## config.mk

```make
export PLATFORM = sky130hd
export DESIGN_NAME = ctr_regs
export DESIGN_NICKNAME = d
export VERILOG_FILES = /design/src/common/ctr_pkg.sv /design/src/common/ctr_sync_if.sv /design/src/hdl/ctr_sync.sv /design/src/hdl/ctr_regs.sv
export VERILOG_INCLUDE_DIRS = /design/src /design/src/common
export SDC_FILE = /design/constraint.sdc
export NUM_CORES = 1
export LEC_CHECK = 0
export BUFFER_PORTS_ARGS = -buffer_cell sky130_fd_sc_hd__buf_2
export CAP_MARGIN = 20
export CELL_PAD_IN_SITES_DETAIL_PLACEMENT = 0
export CELL_PAD_IN_SITES_GLOBAL_PLACEMENT = 1
export CORE_ASPECT_RATIO = 0.8
export CORE_MARGIN = 2
export CORE_UTILIZATION = 40
export DETAILED_ROUTE_END_ITERATION = 6
export GPL_ROUTABILITY_DRIVEN = 0
export PLACE_DENSITY = 0.86
export SYNTH_ARGS = -nofsm -noshare
export SYNTH_HDL_FRONTEND = slang
export SYNTH_SLANG_ARGS = --single-unit
```

## constraint.sdc

```tcl
create_clock -name clk_i -period 16.2 [get_ports clk_i]
set_clock_uncertainty 0.2 [all_clocks]
set_input_delay 4.86 -clock clk_i [delete_from_list [all_inputs] [get_ports clk_i]]
set_output_delay 4.86 -clock clk_i [all_outputs]
set_load 0.01 [all_outputs]
```

## src/common/ctr_defs.svh

```systemverilog
/*
 * Constants of the conveyor status and tracking register group:
 * register offsets, status bit positions, thresholds and times.
 * Assumes inclusion by bare name from the design files.
 */
`ifndef CTR_DEFS_SVH
`define CTR_DEFS_SVH

// Register offsets on the module register port
`define CTR_OFF_STAT1    8'h58
`define CTR_OFF_STAT2    8'h59
`define CTR_OFF_US_REL   8'h69
`define CTR_OFF_US_TRK1  8'h77
`define CTR_OFF_US_TRK2  8'h78
`define CTR_OFF_REV_TRK1 8'h79
`define CTR_OFF_REV_TRK2 8'h7a
`define CTR_OFF_DS_REL   8'hb9
`define CTR_OFF_DS_TRK1  8'hc7
`define CTR_OFF_DS_TRK2  8'hc8
`define CTR_OFF_FWD_TRK1 8'hc9
`define CTR_OFF_FWD_TRK2 8'hca

// First status word bit
`define CTR_B_RESET      0
// Second status word bits
`define CTR_B_OVER_V     2
`define CTR_B_MOT_ERR    3
`define CTR_B_JAM        5
`define CTR_B_SENS_ERR   6
`define CTR_B_LOW_V      7
`define CTR_B_HOT        8
`define CTR_B_OVER_I     9
`define CTR_B_SHORT      10
`define CTR_B_NO_MOTOR   11
`define CTR_B_OVERLOAD   12
`define CTR_B_STALL      13
`define CTR_B_HALL       14
`define CTR_B_NOT_USED   15
`define CTR_B_MOT_LO     8
`define CTR_B_MOT_HI     14

// Pin vector positions into the synchroniser
`define CTR_P_JAM        0
`define CTR_P_SENS       1
`define CTR_P_SHORT      2
`define CTR_P_NOCONN     3
`define CTR_P_HALL       4
`define CTR_P_NOTUSED    5
`define CTR_PIN_W        6

// Thresholds: supply in tenths of a volt, temperature in degrees C
`define CTR_OVER_DV      10'h12c
`define CTR_LOW_DV       10'h0b4
`define CTR_HOT_C        8'h69
// Stall when speed below this percentage of selected speed
`define CTR_STALL_PCT    20'h0_000a
`define CTR_PCT_FULL     20'h0_0064

// Clock rate and overload time
`define CTR_CLK_HZ       20000000
`define CTR_OVERLOAD_S   20
`define CTR_ZERO_WORD    16'h0000

`endif

```

## src/common/ctr_pkg.sv

```systemverilog
/*
 * Types shared by the conveyor status and tracking register group.
 * Assumes nothing of its surroundings.
 */
`default_nettype none
package ctr_pkg;
	typedef logic [15:0] ctr_word_t;
	typedef logic [7:0]  ctr_addr_t;
endpackage
`default_nettype wire

```

## src/common/ctr_sync_if.sv

```systemverilog
/*
 * Carrier between the register group and its pin synchroniser.
 * Assumes both ends run on the same clock.
 */
`default_nettype none
interface ctr_sync_if #(parameter int W = 1) ();
	logic [W-1:0] raw;
	logic [W-1:0] sync;
	modport src  (output raw, input sync);
	modport sink (input raw, output sync);
endinterface
`default_nettype wire

```

## src/hdl/ctr_sync.sv

```systemverilog
/*
 * Two flip-flop synchroniser for a vector of independent pin levels.
 * Assumes each bit is a slow level; bits are not coherent as a word.
 */
`default_nettype none
module ctr_sync
	import ctr_pkg::*;
#(
	parameter int W = 1
) (
	input  wire logic clk_i,
	input  wire logic rst_n_i,
	ctr_sync_if.sink  port
);
	logic [W-1:0] stage1;
	logic [W-1:0] stage2;

	// First stage feeds only the second
	always_ff @(posedge clk_i) begin
		if (!rst_n_i) begin
			stage1 <= '0;
			stage2 <= '0;
		end else begin
			stage1 <= port.raw;
			stage2 <= stage1;
		end
	end

	assign port.sync = stage2;
endmodule // ctr_sync
`default_nettype wire

```

## src/hdl/ctr_regs.sv

```systemverilog
/*
 * Read-only status and carton tracking registers of a roller zone module,
 * read by the network controller over the module register port.
 * Assumes measurements, zone states and tracking words come from logic on
 * clk_i; fault pins arrive asynchronously and are synchronised here.
 */
// Contract
// - Status word one bit 0 set by reset
// - Bit 2 while supply above 30 V
// - Bit 7 while supply below 18 V
// - Bit 3 summarises right motor faults
// - Bit 5 downstream jam, bit 6 sensor
// - Bit 8 when motor above 105 C
// - Bit 9 when current over roller limit
// - Bit 10 short, bit 11 not connected
// - Bit 12 after stall over 20 s
// - Bit 13 while slower than 10 percent
// - Bit 14 hall fault, bit 15 unused
// - Both status words are read only
// - Upstream accumulated carton tracking words shown
// - Downstream accumulated carton tracking words shown
// - Release output values mirrored for controller check
// - Forward discharged carton tracking words shown
// - Reverse discharged carton words in own registers
`default_nettype none
`include "ctr_defs.svh"
module ctr_regs
	import ctr_pkg::*;
#(
	parameter int OVERLOAD_CYC = `CTR_OVERLOAD_S * `CTR_CLK_HZ
) (
	input  wire logic      clk_i,
	input  wire logic      rst_n_i,
	// Module register port
	input  wire logic      reg_rd_i,
	input  wire logic      reg_wr_i,
	input  wire ctr_addr_t reg_addr_i,
	input  wire ctr_word_t reg_wdata_i,
	output var  ctr_word_t reg_rdata_o,
	output var  logic      reg_ack_o,
	// Reset flag acknowledge from module logic
	input  wire logic      reset_flag_clr_i,
	// Supply and motor measurements
	input  wire logic [9:0]  supply_dv_i,
	input  wire logic [7:0]  motor_temp_i,
	input  wire logic [11:0] motor_cur_i,
	input  wire logic [11:0] motor_cur_lim_i,
	input  wire logic        motor_run_i,
	input  wire logic [11:0] motor_speed_i,
	input  wire logic [11:0] motor_speed_sel_i,
	// Asynchronous fault pins
	input  wire logic      jam_pin_i,
	input  wire logic      sensor_err_pin_i,
	input  wire logic      motor_short_pin_i,
	input  wire logic      motor_noconn_pin_i,
	input  wire logic      hall_err_pin_i,
	input  wire logic      motor_unused_pin_i,
	// Zone tracking and release values
	input  wire logic      us_accum_i,
	input  wire ctr_word_t us_track1_i,
	input  wire ctr_word_t us_track2_i,
	input  wire logic      ds_accum_i,
	input  wire ctr_word_t ds_track1_i,
	input  wire ctr_word_t ds_track2_i,
	input  wire ctr_word_t us_release_i,
	input  wire ctr_word_t ds_release_i,
	// Discharge to a foreign conveyor, one-cycle strobes
	input  wire logic      fwd_disch_i,
	input  wire logic      rev_disch_i,
	input  wire ctr_word_t disch_track1_i,
	input  wire ctr_word_t disch_track2_i
);
	ctr_sync_if #(.W(`CTR_PIN_W)) pins ();

	ctr_word_t   stat1;
	ctr_word_t   stat2;
	ctr_word_t   us_trk1;
	ctr_word_t   us_trk2;
	ctr_word_t   ds_trk1;
	ctr_word_t   ds_trk2;
	ctr_word_t   us_rel;
	ctr_word_t   ds_rel;
	ctr_word_t   fwd_trk1;
	ctr_word_t   fwd_trk2;
	ctr_word_t   rev_trk1;
	ctr_word_t   rev_trk2;
	ctr_word_t   next_rdata;
	logic        reset_flag;
	logic        stalled;
	logic        overload;
	logic [31:0] stall_cnt;
	logic [19:0] speed_scaled;
	logic [19:0] sel_scaled;
	logic        next_stalled;
	logic [6:0]  motor_faults;

	// Fault pins into the synchroniser
	assign pins.raw[`CTR_P_JAM]     = jam_pin_i;
	assign pins.raw[`CTR_P_SENS]    = sensor_err_pin_i;
	assign pins.raw[`CTR_P_SHORT]   = motor_short_pin_i;
	assign pins.raw[`CTR_P_NOCONN]  = motor_noconn_pin_i;
	assign pins.raw[`CTR_P_HALL]    = hall_err_pin_i;
	assign pins.raw[`CTR_P_NOTUSED] = motor_unused_pin_i;

	ctr_sync #(
		.W (`CTR_PIN_W)
	) u_sync (
		.clk_i   (clk_i),
		.rst_n_i (rst_n_i),
		.port    (pins)
	);

	// Reset flag: set while in reset, cleared by module logic
	always_ff @(posedge clk_i) begin
		if (!rst_n_i) begin
			reset_flag <= 1'b1;
		end else if (reset_flag_clr_i) begin
			reset_flag <= 1'b0;
		end
	end

	// First status word carries only the reset flag
	always_comb begin
		stat1 = `CTR_ZERO_WORD;
		stat1[`CTR_B_RESET] = reset_flag;
	end

	// Stall test: speed below a tenth of the selected speed
	assign speed_scaled = {8'h00, motor_speed_i} * `CTR_PCT_FULL;
	assign sel_scaled   = {8'h00, motor_speed_sel_i} * `CTR_STALL_PCT;
	assign next_stalled = motor_run_i && (speed_scaled < sel_scaled);

	always_ff @(posedge clk_i) begin
		if (!rst_n_i) begin
			stalled <= 1'b0;
		end else begin
			stalled <= next_stalled;
		end
	end

	// Overload timer counts stalled cycles and saturates
	always_ff @(posedge clk_i) begin
		if (!rst_n_i || !stalled) begin
			stall_cnt <= 32'h0000_0000;
		end else if (stall_cnt <= 32'(OVERLOAD_CYC)) begin
			stall_cnt <= stall_cnt + 32'h0000_0001;
		end
	end

	// Overload once stalled longer than the overload time
	always_ff @(posedge clk_i) begin
		if (!rst_n_i) begin
			overload <= 1'b0;
		end else begin
			overload <= stalled && (stall_cnt > 32'(OVERLOAD_CYC));
		end
	end

	// Second status word, rebuilt each cycle from live conditions
	always_ff @(posedge clk_i) begin
		if (!rst_n_i) begin
			stat2 <= `CTR_ZERO_WORD;
		end else begin
			stat2 <= `CTR_ZERO_WORD;
			stat2[`CTR_B_OVER_V]   <= supply_dv_i > `CTR_OVER_DV;
			stat2[`CTR_B_LOW_V]    <= supply_dv_i < `CTR_LOW_DV;
			stat2[`CTR_B_JAM]      <= pins.sync[`CTR_P_JAM];
			stat2[`CTR_B_SENS_ERR] <= pins.sync[`CTR_P_SENS];
			stat2[`CTR_B_HOT]      <= motor_temp_i > `CTR_HOT_C;
			stat2[`CTR_B_OVER_I]   <= motor_cur_i > motor_cur_lim_i;
			stat2[`CTR_B_SHORT]    <= pins.sync[`CTR_P_SHORT];
			stat2[`CTR_B_NO_MOTOR] <= pins.sync[`CTR_P_NOCONN];
			stat2[`CTR_B_OVERLOAD] <= overload;
			stat2[`CTR_B_STALL]    <= stalled;
			stat2[`CTR_B_HALL]     <= pins.sync[`CTR_P_HALL];
			stat2[`CTR_B_NOT_USED] <= pins.sync[`CTR_P_NOTUSED];
			stat2[`CTR_B_MOT_ERR]  <= |motor_faults;
		end
	end

	// Causes that feed the motor summary, same timing as their bits
	assign motor_faults = {
		pins.sync[`CTR_P_HALL],
		stalled,
		overload,
		pins.sync[`CTR_P_NOCONN],
		pins.sync[`CTR_P_SHORT],
		motor_cur_i > motor_cur_lim_i,
		motor_temp_i > `CTR_HOT_C
	};

	// Upstream tracking shown only while a carton sits accumulated
	always_ff @(posedge clk_i) begin
		if (!rst_n_i || !us_accum_i) begin
			us_trk1 <= `CTR_ZERO_WORD;
			us_trk2 <= `CTR_ZERO_WORD;
		end else begin
			us_trk1 <= us_track1_i;
			us_trk2 <= us_track2_i;
		end
	end

	// Downstream tracking shown only while a carton sits accumulated
	always_ff @(posedge clk_i) begin
		if (!rst_n_i || !ds_accum_i) begin
			ds_trk1 <= `CTR_ZERO_WORD;
			ds_trk2 <= `CTR_ZERO_WORD;
		end else begin
			ds_trk1 <= ds_track1_i;
			ds_trk2 <= ds_track2_i;
		end
	end

	// Copies of the release output registers
	always_ff @(posedge clk_i) begin
		if (!rst_n_i) begin
			us_rel <= `CTR_ZERO_WORD;
			ds_rel <= `CTR_ZERO_WORD;
		end else begin
			us_rel <= us_release_i;
			ds_rel <= ds_release_i;
		end
	end

	// Forward discharge words held until the next forward discharge
	always_ff @(posedge clk_i) begin
		if (!rst_n_i) begin
			fwd_trk1 <= `CTR_ZERO_WORD;
			fwd_trk2 <= `CTR_ZERO_WORD;
		end else if (fwd_disch_i) begin
			fwd_trk1 <= disch_track1_i;
			fwd_trk2 <= disch_track2_i;
		end
	end

	// Reverse discharge words kept apart from forward ones
	always_ff @(posedge clk_i) begin
		if (!rst_n_i) begin
			rev_trk1 <= `CTR_ZERO_WORD;
			rev_trk2 <= `CTR_ZERO_WORD;
		end else if (rev_disch_i) begin
			rev_trk1 <= disch_track1_i;
			rev_trk2 <= disch_track2_i;
		end
	end

	// Read decode; unmapped offsets read as zero
	always_comb begin
		case (reg_addr_i)
			`CTR_OFF_STAT1:    next_rdata = stat1;
			`CTR_OFF_STAT2:    next_rdata = stat2;
			`CTR_OFF_US_REL:   next_rdata = us_rel;
			`CTR_OFF_US_TRK1:  next_rdata = us_trk1;
			`CTR_OFF_US_TRK2:  next_rdata = us_trk2;
			`CTR_OFF_REV_TRK1: next_rdata = rev_trk1;
			`CTR_OFF_REV_TRK2: next_rdata = rev_trk2;
			`CTR_OFF_DS_REL:   next_rdata = ds_rel;
			`CTR_OFF_DS_TRK1:  next_rdata = ds_trk1;
			`CTR_OFF_DS_TRK2:  next_rdata = ds_trk2;
			`CTR_OFF_FWD_TRK1: next_rdata = fwd_trk1;
			`CTR_OFF_FWD_TRK2: next_rdata = fwd_trk2;
			default:           next_rdata = `CTR_ZERO_WORD;
		endcase
	end

	// Read data registered; holds between reads
	always_ff @(posedge clk_i) begin
		if (!rst_n_i) begin
			reg_rdata_o <= `CTR_ZERO_WORD;
		end else if (reg_rd_i) begin
			reg_rdata_o <= next_rdata;
		end
	end

	// Every access is acknowledged; write data is dropped
	always_ff @(posedge clk_i) begin
		if (!rst_n_i) begin
			reg_ack_o <= 1'b0;
		end else begin
			reg_ack_o <= reg_rd_i || reg_wr_i;
		end
	end
endmodule // ctr_regs
`default_nettype wire

```

==> metrics.md <==
| Metric | Value |
|---|---|
| Library cells used by synthesis | 72 |
| Worst min-delay path class | reg -> reg |
| Sequential cell area fraction in the yosys report | between 40% and 50% |
| DP Cell Count | 1801 |
| Worst hold slack | 0.2260 ns |
| Final Hold Viols | 0 |
| WL/cell | roughly 19 um |
| Status | finished, final reports clean |
| Largest Register | stall_cnt |
| Depth of the CTS H-tree | 1 |
| Multi-input gate area | between 6000 and 7000 sq um |
| Num rows | 55 |
| Vias per cell | 5.410 |
| Max-cap check violation count | 0 |
| PwrDens | between 100 and 150 nW/um^2 |
| Die height | 155.6 um |
| Endpoints failing setup | 0 |
| Initial Util | 40.65% |
| Max IR drop VDD | 0.09088 mV |
| All-layer global routing usage | ~22% |
| Layout fillers | 2689 |
| Final setup margin | roughly 7.5 ns |
| Ys flop type | dfxtp_1 |
| LEAKAGE | 6.276 nW |
| CP Launch Type | input port |
| Share of layout cells above drive strength 1 | 19.97% |
| Pin count of the biggest net entering global routing | 110 |
| Clk_lat worst skew | 0.51 ns |
| Storage cell area | 4745 sq um |
| Period utilisation layout | 53.75% |
| Post-CTS Resized | 0 |
| Initial DRC Count | 786 |
| Area Overhead vs Synth | 19.36% |
| Cells after Synth | 1261 |
| Number of synthesized flops with an enable pin | 0 |
| Max reg flops | 32 |
| Post-synthesis register bit count | approximately 240 |
| Vias in the first global route | 9561 |
| IO Pins | 251 |
| Initial DRT Pass Iterations | 5 |
| CTS root buf | clkbuf_16 |
| Worst-Margin Slew | 1.127 ns |
| Clock sinks | 237 |
| Final Util | about 49% |
| Req. time, crit path | between 15 and 20 ns |
| Core Box Area | 28280 sq um |
| Max Clock Freq | between 100 and 150 MHz |
| Final Non-Filler Cells | 1846 |
| Routed Antenna Nets | 0 |
| Initial antenna violation count | 8 |
| Grt ovf | 0 |
| Critical path peak fanout | 4 |
| Synthesized cell area | ~11000 sq um |
| Crit. End Element | register |
| CTS hold repair buffers | 0 |
| Syn Nets | 1592 |
| Dpl hpwl | between 20000 and 30000 um |
| First-pass GRT wire length | 53150 um |
| Ys async rst share | 0% |
| Critical path class | in -> reg |
| Yosys warning total | 0 |
| Die Footprint | roughly 30000 sq um |
| Layout Nets | 1787 |
| Rel. slew slack | 24.85% |
| Total CTS buffers | 23 |
| Period minus WS final | 8.707 ns |
| CTS tree | done |
| Setup bufs post-CTS | 0 |
| CTS max path bufs | 3 |
| RSZ-0062 raised after global routing | false |
| TNS Setup | 0 ns |
| Mean Syn Cell Area | between 9 and 10 sq um |
| Worst endpoint data arrival time | 8.91 ns |
| Routed WL | 34880 um |
| Max Slew Vio Count | 0 |
| DP Worst Slack | 6.963 ns |
| Chip Width | 193.6 um |
| IO buf count | between 200 and 250 |
| Vias | between 9000 and 10000 |
| Remaining DRCs | 0 |
| Reg clk slew, reported paths | 0.07 ns |
==> worst paths after layout <==
kind | from | depth (start not counted) | end | slack (ns)
setup / recovery | motor_speed_i[2] | 17 | stalled | 7.49
hold / removal | u_sync.port.sync[5] | 1 | stat2[15] | 0.23
hold reg to reg | u_sync.port.sync[5] | 1 | stat2[15] | 0.23
setup reg to reg | stall_cnt[11] | 7 | stall_cnt[18] | 13.47
==> worst max-delay path: stages <==
cell,delay (ns)
buf_2,0.13
ha_1,0.30
ha_1,0.32
fa_1,0.47
ha_1,0.36
o21ai_0,0.22
nor2_1,0.12
o31a_1,0.34
a21oi_1,0.16
nor2b_1,0.06
o31a_1,0.26
ha_1,0.28
o21a_1,0.13
nand4_1,0.13
a2111oi_0,0.43
nor4_1,0.17
o2111a_1,0.17
==> synth_stat cells, types with 7 or more instances <==
cell type	n	area, sq um
dfxtp_1	237	4745
nor2_1	143	536.8
ha_1	89	1114
and3_1	76	475.5
mux2i_1	70	700.7
nand2_1	70	262.8
inv_1	63	236.5
and2_1	58	362.9
clkbuf_1	55	206.5
a21oi_1	47	235.2
o21ai_0	38	190.2
a22oi_1	32	240.2
xor2_1	29	254.0
nand3_1	20	100.1
nand4_1	19	118.9
nor3_1	16	80.08
a22o_1	12	105.1
o22ai_1	12	75.07
a211oi_1	11	82.58
nor2b_1	11	68.82
xnor2_1	11	96.34
a21o_1	9	67.56
buf_1	9	33.78
a31oi_1	8	50.05
fa_1	8	160.2
a32oi_1	7	61.31
o21a_1	7	52.55
==> logic make-up (layout without fill, tap and decap cells) <==
group,count (synthesis),in the layout,synth area share [%]
xor+xnor,40,40,3.047
simple gates,452,452,20.20
mux,71,71,6.192
buf+inv,135,346,4.505
flops,237,237,41.27
other cells,0,4,0
fa+ha+maj,97,97,11.08
compound gates,229,229,13.71
==> area by class of cell <==
cell class,count,share of cell area (%)
clock buffers,32,4.732
inverters,64,1.751
flip-flops and latches,237,34.57
multi-input cells,889,45.60
repair buffers,241,8.935
well taps,370,3.373
clock inverters,9,0.9664
diodes,4,0.07294
==> layout by cell type, fill, tap and decap left out, types with 6 or more instances in the layout <==
master       n
dfxtp_1    237
buf_2      233
nor2_1     143
ha_1        89
and3_1      76
nand2_1     70
mux2i_1     70
inv_1       62
and2_1      58
a21oi_1     47
o21ai_0     38
a22oi_1     32
xor2_1      29
clkbuf_16   23
nand3_1     20
nand4_1     19
nor3_1      16
o22ai_1     12
a22o_1      12
a211oi_1    11
xnor2_1     11
nor2b_1     11
a21o_1       9
a31oi_1      8
fa_1         8
buf_4        8
o21a_1       7
a32oi_1      7
or3_1        6
nand2b_1     6
a2111oi_0    6
==> power by group <==
part	total (mW)	switching, mW	internal (mW)
Clock	0.560	0.231	0.329
Sequential	0.618	0.0119	0.607
Combinational	0.238	0.131	0.107
==> layer usage <==
metal,GRT usage (%),wire [um],up-vias
met4,5.344,765,6
met2,32.18,14200,381
met5,1.288,38,-
met1,32.74,16670,4702
met3,6.420,3205,59
li1,-,-,4838
==> metrics by stage <==
| stage | total power, mW | cell area (sq um) |
|---|---|---|
| floorplan | 0.7860 | 11500 |
| global placement | 0.8591 | 12930 |
| detailed placement | 0.8663 | 12930 |
| CTS | 1.422 | 13710 |
| global route | 1.481 | 13720 |
| finish | 1.416 | 13720 |
(Power assumes the default switching activity.)
